[src/rtl/cia_pkg.sv]
// Package of constants and types for the cpu interrupt arbiter
// Notes on behaviour
// - All sources outside the non-maskable set normal; one promoted via vector register
// - High level preempts normal; normal resumes after
// - Non-maskable ignores global enable, never alters it
// - Nothing acknowledged while non-maskable handler runs
// - Lowest vector wins among non-maskable requests
// - Non-maskable set fixed; line must be enabled
// - Fixed priority: lowest vector address wins
// - Rotating enable bit selects round-robin arbitration
// - Last acknowledged normal vector gets lowest priority
// - Compact table: vectors 1, 2, shared 3
// - Protected bits need key then write soon
// - Unkeyed protected write accepted but ignored
// - Rotating enable bit writable without unlock
// - Placement bit picks boot or application base
// - Status bit 7 marks non-maskable handler running
// - Status bit 1 marks high handler, survives preemption
// - Status bit 0 marks normal handler, survives preemption
// - Round-robin loads acknowledged vector into field
// - After reset lowest vector has top priority
// - High vector zero disables high level
// - Small memory uses two-cycle relative jump entries
// - One instruction between handlers before next request
// - Maskable acknowledge leaves global enable unchanged
package cia_pkg;
   localparam int          NUM_VEC         = 32;
   localparam int          VEC_W           = 8;
   localparam logic [1:0]  OFF_CTRL        = 2'h0;
   localparam logic [1:0]  OFF_STATUS      = 2'h1;
   localparam logic [1:0]  OFF_LAST_NORMAL = 2'h2;
   localparam logic [1:0]  OFF_HIGH_VEC    = 2'h3;
   localparam int          BIT_VEC_BASE    = 6;
   localparam int          BIT_COMPACT     = 5;
   localparam int          BIT_ROTATE      = 0;
   localparam int          BIT_NMI_ACT     = 7;
   localparam int          BIT_HIGH_ACT    = 1;
   localparam int          BIT_NORMAL_ACT  = 0;
   localparam logic [7:0]  CTRL_RESET      = 8'h00;
   localparam logic [7:0]  VEC_RESET       = 8'h00;
   localparam logic [7:0]  CTRL_PROT_MASK  = 8'h60;
   localparam logic [7:0]  HIGH_NONE       = 8'h00;
   localparam logic [7:0]  COMPACT_NMI     = 8'h01;
   localparam logic [7:0]  COMPACT_HIGH    = 8'h02;
   localparam logic [7:0]  COMPACT_NORMAL  = 8'h03;
   localparam int          UNLOCK_INSTRS   = 4;
   localparam logic [2:0]  UNLOCK_W        = 3'h4;
   localparam int          SMALL_MEM_KB    = 8;
   localparam logic [1:0]  JUMP_CYC_SMALL  = 2'h2;
   localparam logic [1:0]  JUMP_CYC_LARGE  = 2'h3;

   typedef enum logic [1:0] {
      CIA_LVL_NORMAL,
      CIA_LVL_HIGH,
      CIA_LVL_NMI
   } cia_level_t;

   // Acknowledge answer to the CPU core
   typedef struct packed {
      logic [7:0] vector;
      logic [1:0] level;
      logic       base_boot;
      logic [1:0] jump_cycles;
   } cia_ack_t;
endpackage : cia_pkg

[src/rtl/cia_arbiter.sv]
// Three-level interrupt arbiter with register port and CPU handshake
`timescale 1ns/1ps
module cia_arbiter #(
   parameter int         N           = cia_pkg::NUM_VEC,
   parameter logic [N-1:0] NMI_LINES = '0,
   parameter int         FLASH_KB    = 4
) (
   // Clock and reset
   input  wire logic          clk_i,
   input  wire logic          nrst_i,
   // Register port
   input  wire logic [1:0]    reg_addr_i,
   input  wire logic [7:0]    reg_wdata_i,
   input  wire logic          reg_wr_i,
   input  wire logic          reg_rd_i,
   output logic [7:0]         reg_rdata_o,
   // Protection key seen and instruction retire strobe
   input  wire logic          key_written_i,
   input  wire logic          instr_done_i,
   // Requests from peripherals and per-line enables
   input  wire logic [N-1:0]  irq_i,
   input  wire logic [N-1:0]  nmi_enable_i,
   input  wire logic          global_ie_i,
   // CPU handshake
   output logic               ack_valid_o,
   input  wire logic          ack_ready_i,
   output cia_pkg::cia_ack_t  ack_o,
   input  wire logic          return_from_interrupt_i
);
   logic [7:0]   ctrl_r;
   logic [7:0]   last_r;
   logic [7:0]   high_r;
   logic         nmi_act_r;
   logic         high_act_r;
   logic         norm_act_r;
   logic [2:0]   unlock_r;
   logic         gap_r;
   logic [7:0]   rdata_r;
   logic [N-1:0] nmi_req;
   logic [N-1:0] norm_req;
   logic         high_req;
   logic         nmi_any;
   logic         norm_any;
   logic [7:0]   nmi_idx;
   logic [7:0]   norm_idx;
   logic         take_nmi;
   logic         take_high;
   logic         take_norm;
   logic         accept;
   logic         rotate;
   logic [7:0]   vec_nxt;
   logic [1:0]   lvl_nxt;
   logic         rr_seen_r;

   assign rotate = ctrl_r[cia_pkg::BIT_ROTATE];

   assign nmi_req = irq_i & NMI_LINES & nmi_enable_i;

   always_comb begin
      norm_req = irq_i & ~NMI_LINES;
      high_req = 1'b0;
      if (high_r != cia_pkg::HIGH_NONE && int'(high_r) < N) begin
         high_req = norm_req[high_r[4:0]];
         norm_req[high_r[4:0]] = 1'b0;
      end
   end

   cia_pick #(
      .N        (N)
   ) u_pick_nmi (
      .req_i    (nmi_req),
      .rotate_i (1'b0),
      .last_i   (8'h00),
      .any_o    (nmi_any),
      .idx_o    (nmi_idx)
   );

   cia_pick #(
      .N        (N)
   ) u_pick_norm (
      .req_i    (norm_req),
      .rotate_i (rotate && rr_seen_r),
      .last_i   (last_r),
      .any_o    (norm_any),
      .idx_o    (norm_idx)
   );

   // Selection by level; gap holds everything after a return or entry
   always_comb begin
      take_nmi  = !gap_r && !nmi_act_r && nmi_any;
      take_high = !gap_r && !nmi_act_r && !nmi_any && global_ie_i
                  && high_req && !high_act_r;
      take_norm = !gap_r && !nmi_act_r && !nmi_any && global_ie_i
                  && !(high_req && !high_act_r)
                  && norm_any && !high_act_r && !norm_act_r;
   end

   assign ack_valid_o = take_nmi || take_high || take_norm;
   assign accept      = ack_valid_o && ack_ready_i;

   always_comb begin
      if (take_nmi) begin
         lvl_nxt = 2'(cia_pkg::CIA_LVL_NMI);
         vec_nxt = ctrl_r[cia_pkg::BIT_COMPACT] ? cia_pkg::COMPACT_NMI
                                                : nmi_idx;
      end else if (take_high) begin
         lvl_nxt = 2'(cia_pkg::CIA_LVL_HIGH);
         vec_nxt = ctrl_r[cia_pkg::BIT_COMPACT] ? cia_pkg::COMPACT_HIGH
                                                : high_r;
      end else begin
         lvl_nxt = 2'(cia_pkg::CIA_LVL_NORMAL);
         vec_nxt = ctrl_r[cia_pkg::BIT_COMPACT] ? cia_pkg::COMPACT_NORMAL
                                                : norm_idx;
      end
   end

   always_comb begin
      ack_o.vector    = vec_nxt;
      ack_o.level     = lvl_nxt;
      ack_o.base_boot = ctrl_r[cia_pkg::BIT_VEC_BASE];
      ack_o.jump_cycles = (FLASH_KB <= cia_pkg::SMALL_MEM_KB)
                          ? cia_pkg::JUMP_CYC_SMALL
                          : cia_pkg::JUMP_CYC_LARGE;
   end

   always_ff @(posedge clk_i) begin
      if (!nrst_i) begin
         unlock_r <= 3'h0;
      end else if (key_written_i) begin
         unlock_r <= cia_pkg::UNLOCK_W;
      end else if (reg_wr_i && reg_addr_i == cia_pkg::OFF_CTRL) begin
         unlock_r <= 3'h0;
      end else if (instr_done_i && unlock_r != 3'h0) begin
         unlock_r <= unlock_r - 3'h1;
      end
   end

   // Control register
   always_ff @(posedge clk_i) begin
      if (!nrst_i) begin
         ctrl_r <= cia_pkg::CTRL_RESET;
      end else if (reg_wr_i && reg_addr_i == cia_pkg::OFF_CTRL) begin
         ctrl_r[cia_pkg::BIT_ROTATE] <= reg_wdata_i[cia_pkg::BIT_ROTATE];
         if (unlock_r != 3'h0) begin
            ctrl_r[cia_pkg::BIT_VEC_BASE] <=
               reg_wdata_i[cia_pkg::BIT_VEC_BASE];
            ctrl_r[cia_pkg::BIT_COMPACT] <=
               reg_wdata_i[cia_pkg::BIT_COMPACT];
         end
      end
   end

   // High vector select register
   always_ff @(posedge clk_i) begin
      if (!nrst_i) begin
         high_r <= cia_pkg::VEC_RESET;
      end else if (reg_wr_i && reg_addr_i == cia_pkg::OFF_HIGH_VEC) begin
         high_r <= reg_wdata_i;
      end
   end

   // Fixed order until first load
   // A reset value of zero would otherwise push vector 0 to the back
   always_ff @(posedge clk_i) begin
      if (!nrst_i) begin
         rr_seen_r <= 1'b0;
      end else if ((accept && take_norm && rotate) ||
                   (reg_wr_i && reg_addr_i == cia_pkg::OFF_LAST_NORMAL)) begin
         rr_seen_r <= 1'b1;
      end
   end

   // Last normal vector; hardware load beats software write
   always_ff @(posedge clk_i) begin
      if (!nrst_i) begin
         last_r <= cia_pkg::VEC_RESET;
      end else if (accept && take_norm && rotate) begin
         last_r <= norm_idx;
      end else if (reg_wr_i && reg_addr_i == cia_pkg::OFF_LAST_NORMAL) begin
         last_r <= reg_wdata_i;
      end
   end

   // Executing-level flags; entry set wins over a return in one cycle
   always_ff @(posedge clk_i) begin
      if (!nrst_i) begin
         nmi_act_r  <= 1'b0;
         high_act_r <= 1'b0;
         norm_act_r <= 1'b0;
      end else begin
         if (return_from_interrupt_i) begin
            if (nmi_act_r) begin
               nmi_act_r <= 1'b0;
            end else if (high_act_r) begin
               high_act_r <= 1'b0;
            end else begin
               norm_act_r <= 1'b0;
            end
         end
         if (accept && take_nmi) begin
            nmi_act_r <= 1'b1;
         end
         if (accept && take_high) begin
            high_act_r <= 1'b1;
         end
         if (accept && take_norm) begin
            norm_act_r <= 1'b1;
         end
      end
   end

   // One instruction must retire after entry or return
   always_ff @(posedge clk_i) begin
      if (!nrst_i) begin
         gap_r <= 1'b0;
      end else if (accept || return_from_interrupt_i) begin
         gap_r <= 1'b1;
      end else if (instr_done_i) begin
         gap_r <= 1'b0;
      end
   end

   // Read data one cycle after the strobe; no side effects
   always_ff @(posedge clk_i) begin
      if (!nrst_i) begin
         rdata_r <= 8'h00;
      end else if (reg_rd_i) begin
         unique case (reg_addr_i)
            cia_pkg::OFF_CTRL:        rdata_r <= ctrl_r
                                       & (cia_pkg::CTRL_PROT_MASK | 8'h01);
            cia_pkg::OFF_STATUS:      rdata_r <= {nmi_act_r, 5'h00,
                                                  high_act_r, norm_act_r};
            cia_pkg::OFF_LAST_NORMAL: rdata_r <= last_r;
            cia_pkg::OFF_HIGH_VEC:    rdata_r <= high_r;
         endcase
      end else begin
         rdata_r <= 8'h00;
      end
   end

   assign reg_rdata_o = rdata_r;

   // No global-enable output exists, so acknowledge cannot alter it
endmodule // cia_arbiter

[src/rtl/cia_pick.sv]
// Lowest-index or rotating pick among pending request lines
`timescale 1ns/1ps
module cia_pick #(
   parameter int N = 32
) (
   // Requests
   input  wire logic [N-1:0] req_i,
   input  wire logic         rotate_i,
   input  wire logic [7:0]   last_i,
   // Result
   output logic              any_o,
   output logic [7:0]        idx_o
);
   logic [N-1:0] after_last;
   logic         found_hi;
   logic [7:0]   hi_idx;
   logic [7:0]   lo_idx;

   always_comb begin
      for (int i = 0; i < N; i++) begin
         after_last[i] = rotate_i && (i > int'(last_i));
      end
   end

   // Search after the last winner first, then wrap to the bottom
   always_comb begin
      found_hi = 1'b0;
      hi_idx   = 8'h00;
      lo_idx   = 8'h00;
      any_o    = |req_i;
      for (int i = N - 1; i >= 0; i--) begin
         if (req_i[i] && after_last[i]) begin
            found_hi = 1'b1;
            hi_idx   = 8'(i);
         end
         if (req_i[i]) begin
            lo_idx = 8'(i);
         end
      end
      idx_o = found_hi ? hi_idx : lo_idx;
   end
endmodule // cia_pick

[config.mk]
export PLATFORM = sky130hd
export DESIGN_NAME = cia_arbiter
export DESIGN_NICKNAME = d
export VERILOG_FILES = /design/src/rtl/cia_pkg.sv /design/src/rtl/cia_arbiter.sv /design/src/rtl/cia_pick.sv
export SDC_FILE = /design/constraint.sdc
export NUM_CORES = 1
export LEC_CHECK = 0
export BUFFER_PORTS_ARGS = -buffer_cell sky130_fd_sc_hd__buf_4
export CORE_ASPECT_RATIO = 1.1
export CORE_MARGIN = 5
export CORE_UTILIZATION = 35
export CTS_BUF_LIST = sky130_fd_sc_hd__clkbuf_8
export DETAILED_ROUTE_END_ITERATION = 12
export GPL_TIMING_DRIVEN = 1
export PLACE_DENSITY_LB_ADDON = 0.08
export SYNTH_ARGS = -nofsm -noshare
export SYNTH_HDL_FRONTEND = slang
export SYNTH_SLANG_ARGS = --single-unit
[constraint.sdc]
create_clock -name clk_i -period 7.05 [get_ports clk_i]
set_clock_uncertainty 0.05 [all_clocks]
set_input_delay 1.0575 -clock clk_i [delete_from_list [all_inputs] [get_ports clk_i]]
set_output_delay 1.0575 -clock clk_i [all_outputs]
set_load 0.005 [all_outputs]
==> flow_summary.yaml, run 1 <==
clock_tree:
  cts.sinks: 34
  hold_buffers: 0
  cts.htree.levels: 2
  numCtsBuffers: 5
  ctsResizeCount: 0
  insertion_delay_ns: 0.28
  clk_pin_slew_ns: 0.07
  cts_root_buffer: "clkbuf_8"
  clockBufferDepth: 2
  tritoncts: "built"
  post_cts_buffers: 0
power_and_ir_drop:
  p_seq_share_pct: 37.2
  intPower_w: 0.0003868
  power.density_nw_per_um2: 116.5
  clkPwrFrac_pct: 31.6
  power_frac_comb_pct: 31.3
  swShare_pct: 32.99
  leakage_nw: 1.867
  switchingPower_w: 0.0001905
  irDropWorstVdd_mv: 0.06562
logic_synthesis:
  synthMuxAreaShare_pct: 13.75
  post_synth_fa_ha_maj_area_fraction_pct: 0.5754
  synth_edf_count: 0
  synth-seq-area-share_pct: 15.65
  avgSynthCellArea_um2: 7.237
  syn_area_um2: 4349
  synth-xor-area-share_pct: 0.2014
  synthTopCellsByArea: "dfxtp_1 (16%), mux2i_1 (8.1%), nor2_1 (5.9%)"
  synth.top_cell.area_share_pct: 15.65
  yosysWarnings: 0
  synth-simple-area-share_pct: 30.75
  synth_top_family_by_area: "compound AO/OA/AOI/OAI gates"
  synth_ff_type: "dfxtp_1"
  synth-compound-area-share_pct: 31.21
  ys_types: 79
  synth_seq_cells: 34
  synth_top_area_cell: "dfxtp_1"
  syn_inst: 601
  async_reset_ff_share_pct: 0
timing:
  rsz0062_at_grt: "false"
  fin_crit_sh_pct: 75.96
  setup_tns_ns: 0
  fin_crit_ns: 5.355
  drv_slew: 0
  slew_headroom_pct: 25.33
  report.final.setup_viol: 0
  hold_viol_final: 0
  worst_pin_slew_ns: 1.111
  max_freq_mhz: 186.7
drt:
  via_per_inst: 6.318
  wl_per_cell_um: 21.89
  drc: 0
  num_vias: 4960
  wirelength_um: 17180
  detail-route-antenna-nets: 0
  drt-pass1-iter-count: 5
  first_iter_violations: 445
global_routing:
  use_met3_pct: 3.335
  grt_max_degree: 40
  grt_overflow: 0
  grt_usage_pct: 22.88
  antenna_found_initial: 0
  grtUsageMet2_pct: 36.97
  met1_usage_pct: 32.76
  grt_pass1_wl_um: 26780
  grt_pass1_vias: 4723
  globalRoute.busiestLayer: "met2"
placed_design:
  hpwl_um: 13260
  dp.cells: 778
  place_area_um2: 4841
  globalplace.congestion: 0.8865
  io_buffers: 66
die:
  io_pins: 105
  core_um2: 12090
  die_x_um: 116.3
  rows: 42
  dieArea_um2: 14760
  initial_core_util_pct: 35.98
  die_y_um: 126.9
critical_path:
  worstPathArrival_ns: 4.25
  cp.required_ns: 5.94
  cp-start-kind: "register"
  cp-end-kind: "output pin"
  critPathMaxFanout: 20
  critPathKind: "register to output pin"
layout:
  finish.utilization_pct: 40.98
  fillers: 1317
  design_area_um2: 4954
  final_layout_size_suffix_gt1_share_pct: 17.91
  diodes: 0
  final_cells: 785
  area_delta_synth_final_pct: 13.90
  fin_nets: 716
hold_path:
  min_path_type: "register to register"
job:
  drv_cap: 0
run_status:
  status: "completed"
-- critical path, cell delays in order, from the launching register on --
cell and delay, ns:
dfxtp_1 0.96, nand2b_1 0.44, o31a_1 0.45, and3_1 0.21
nor4_1 0.62, inv_1 0.08, a2111oi_0 0.56, a32oi_1 0.22
a211oi_2 0.28, buf_4 0.14
-- per-layer routing --
metal	vias up	wire, um
li1	2346	-
met1	2415	7795
met2	189	8197
met3	10	1061
met4	0	129
met5	-	0
-- kinds of logic (layout without fill, tap and decap cells) --
group | count (synthesis) | in the layout
muxes | 48 | 48
other | 2 | 6
xor gates and xnor gates | 1 | 1
DFF | 34 | 34
and+or+nand+nor | 261 | 261
buffers and inverters | 70 | 96
AOI/OAI and AO/OA | 183 | 183
adders and majority gates | 2 | 2
-- placed cells by master, fill, tap and decap left out, types with 13 or more instances in the layout --
cell type,netlist,routed
nand3_1,13,13
o21ai_0,27,27
a21oi_1,32,32
buf_4,10,70
dfxtp_1,34,34
o31ai_1,15,15
nor2_1,68,68
nor3_1,29,29
nand2_1,60,60
mux2i_1,35,35
inv_1,17,17
-- synthesized netlist by cell type, drive strengths merged (8+ instances only) --
cell type / number
o22ai: 8
dfxtp: 34
o31ai: 19
nand4: 12
nor2: 70
and3: 11
a41oi: 8
mux2i: 35
clkbuf: 26
or3: 9
buf: 25
nor3: 29
a31oi: 11
mux4: 9
nand3: 13
o21ai: 28
a211oi: 9
nand2: 60
nor4: 8
inv: 17
a21oi: 32
-- power by group through the flow --
| stage | registers, W | logic [W] | clock network, W |
|---|---|---|---|
| 2_1_floorplan | 0.000207 | 0.000117 | 0 |
| 3_3_place_gp | 0.000218 | 0.000176 | 0 |
| 3_5_place_dp | 0.000218 | 0.000178 | 0 |
| 4_1_cts | 0.000214 | 0.000179 | 0.000187 |
| 5_1_grt | 0.000216 | 0.000195 | 0.000195 |
| 6_report | 0.000214 | 0.000181 | 0.000182 |
-- per-stage QoR --
step | hold slack, ns | worst slack, ns | total power (W)
finish | 0.4693 | 1.695 | 0.0005773
global route | 0.4980 | 1.414 | 0.0006063
CTS | 0.4631 | 1.756 | 0.0005793
detailed placement | 0.4526 | 2.072 | 0.0003960
global placement | 0.4506 | 2.080 | 0.0003946
floorplan | 0.4095 | 2.945 | 0.0003237
-- flip-flops by register name, summed over array words and instances, names as in the netlist --
name / flops
rr_seen_r: 1
high_r: 8
norm_act_r: 1
reg_rdata_o: 8
unlock_r: 3
high_act_r: 1
gap_r: 1
last_r: 8
ctrl_r: 3
-- final cells by class --
class,instances,area [um^2],area share (%)
Timing Repair Buffer,70,525.5,10.61
Inverter,19,71.32,1.440
Sequential cell,34,680.7,13.74
Clock inverter,1,30.03,0.6062
Tap cell,154,192.7,3.890
Multi-Input combinational cell,501,3371,68.05
Clock buffer,6,82.58,1.667
-- final timing paths --
check	start	end	slack (ns)	cells past startpoint
max	high_r[1]$_SDFFE_PN0P_	ack_o[7]	1.69	9
min	last_r[5]$_SDFFE_PN0P_	last_r[5]$_SDFFE_PN0P_	0.47	2
max reg2reg	high_r[1]$_SDFFE_PN0P_	last_r[3]$_SDFFE_PN0P_	2.93	9
min reg2reg	last_r[5]$_SDFFE_PN0P_	last_r[5]$_SDFFE_PN0P_	0.47	2
No activity file was read; power rests on OpenSTA's default activity.
==> inputs of run 2 (changes only) <==
Clock period 7.05 ns to 4.5 ns, I/O delays scaled along.
==> run 2 against run 1 <==
Effect of this change:
- die area unchanged
- sequential cell count unchanged
- non-clock buffer count increased by 31
- sequential power increased by 53%
- count of clock-buffer cells in the layout unchanged
- largest cell class unchanged
- setup slack got worse by 1.6 ns
- critical path type unchanged
- largest power group unchanged
==> flow_summary.yaml, run 2 (same netlist as run 1, synthesis figures left out) <==
timing:
  hold_viol_final: 0
  drv_slew: 0
  worst_pin_slew_ns: 0.7684
  fin_crit_sh_pct: 97.25
  report.final.setup_viol: 0
  fin_crit_ns: 4.376
  slew_headroom_pct: 47.45
  setup_tns_ns: 0
  max_freq_mhz: 228.5
  hold_slack_ns: 0.4481
  rsz0062_at_grt: "false"
drt:
  detail-route-antenna-nets: 0
  wirelength_um: 17550
  drc: 0
  drt-pass1-iter-count: 5
  first_iter_violations: 471
  num_vias: 5087
  wl_per_cell_um: 21.48
  via_per_inst: 6.226
die:
  initial_core_util_pct: 35.98
  rows: 42
  die_y_um: 126.9
  dieArea_um2: 14760
  die_x_um: 116.3
  core_um2: 12090
  io_pins: 105
layout:
  diodes: 0
  final_cell_mix: "buf_4 (101), nor2_1 (68), nand2_1 (60)"
  final_layout_size_suffix_gt1_share_pct: 22.02
  fin_nets: 747
  finish.utilization_pct: 42.68
  final_common_cell: "buf_4"
  area_delta_synth_final_pct: 18.61
critical_path:
  critPathMaxStageDelay_ns: 0.58
  crit_chain: "or4b_1, buf_4, o31ai_4, o21ai_1, a311o_1, or4_4, nor2_4, a32oi_1, a211oi_2, buf_4"
  critPathKind: "register to output pin"
  worstPathArrival_ns: 3.65
  cp-start-kind: "register"
  cpMostUsedCell: "buf_4"
  critPathMaxFanout: 18
  cp.required_ns: 3.77
  cp-end-kind: "output pin"
  cpMaxStageDelayCell: "or4_4"
global_routing:
  grt_overflow: 0
  antenna_found_initial: 0
  grt_usage_pct: 23.42
  grt_pass1_wl_um: 27060
  grt_max_degree: 20
  grt_pass1_vias: 4851
clock_tree:
  cts.sinks: 34
  cts.htree.levels: 2
  insertion_delay_ns: 0.29
  tritoncts: "built"
  clockBufferDepth: 2
  cts_root_buffer: "clkbuf_8"
  post_cts_buffers: 0
  numCtsBuffers: 5
  clk_pin_slew_ns: 0.08
power_and_ir_drop:
  irDropWorstVdd_mv: 0.1214
  total_power_w: 0.0008770
  leakage_nw: 2.009
  power.density_nw_per_um2: 170.0
hold_path:
  min_path_type: "register to register"
job:
  drv_cap: 0
placed_design:
  hpwl_um: 13870
  io_buffers: 66
  globalplace.congestion: 0.9168
run_status:
  status: "completed"
-- run 2: cell count changes in the layout (fill, tap and decap cells not counted) --
cell        delta
a2111oi_0      -1
nor2b_2        +1
nor4b_4        -1
bufinv_16      -1
dfxtp_1        -1
nor2b_1        -1
clkinv_2       +1
a2111oi_1      +1
clkinvlp_4     +1
dfxtp_2        +1
nor4b_1        +1
buf_4         +31
-- run 2: worst paths after layout --
kind | depth (start not counted) | endpoint | start | slack, ns
max | 10 | ack_o[7] | high_r[6]$_SDFFE_PN0P_ | 0.12
min reg2reg | 2 | last_r[5]$_SDFFE_PN0P_ | last_r[5]$_SDFFE_PN0P_ | 0.45
max reg2reg | 9 | last_r[3]$_SDFFE_PN0P_ | high_r[4]$_SDFFE_PN0P_ | 0.70
min | 2 | last_r[5]$_SDFFE_PN0P_ | last_r[5]$_SDFFE_PN0P_ | 0.45
-- run 2: what timing repair did --
action	in CTS	in global routing
hold buffers	0	0
resized for setup	0	3
endpoints found under the setup margin	0	2
hold endpoints to repair	0	0
-- run 2: cell type report --
cell class | count | area (um^2)
fillers | 1310 | 6928
multi-input cells | 501 | 3359
repair buffers | 101 | 758.2
flip-flops and latches | 34 | 681.9
well taps | 154 | 192.7
clock buffers | 6 | 82.58
inverters | 19 | 71.32
clock inverters | 2 | 12.51
-- run 2: report_power, final --
| group | total [W] | leakage (nW) | switching [W] | internal (W) |
|---|---|---|---|---|
| registers | 0.000327 | 0.277 | 0.0000162 | 0.000310 |
| clock network | 0.000242 | 0.0472 | 0.000119 | 0.000123 |
| logic | 0.000308 | 1.68 | 0.000178 | 0.000131 |
-- run 2: critical path: cells and delay by family, from the launching register on --
| family | cells | cell delay [ns] |
|---|---|---|
| buffers and inverters | 2 | 0.38 |
| AND/OR/NAND/NOR | 3 | 1.27 |
| flip-flops | 1 | 0.41 |
| AO/OA/AOI/OAI | 5 | 1.30 |
-- run 2: stage by stage --
step	instance area [um^2]	worst slack, ns	instances
3_3_place_gp	5059	0.4493	809
3_5_place_dp	5059	0.4462	809
4_1_cts	5154	0.1025	817
5_1_grt	5159	0.001092	817
6_report	5159	0.1237	817
2_1_floorplan	4364	0.8991	605
-- run 2: routing by layer --
metal,up-vias,track usage [%],wire (um)
li1,2405,-,-
met1,2446,32.09,7820
met2,197,36.73,8136
met3,39,3.954,1000
met4,0,8.464,590
met5,-,0,0
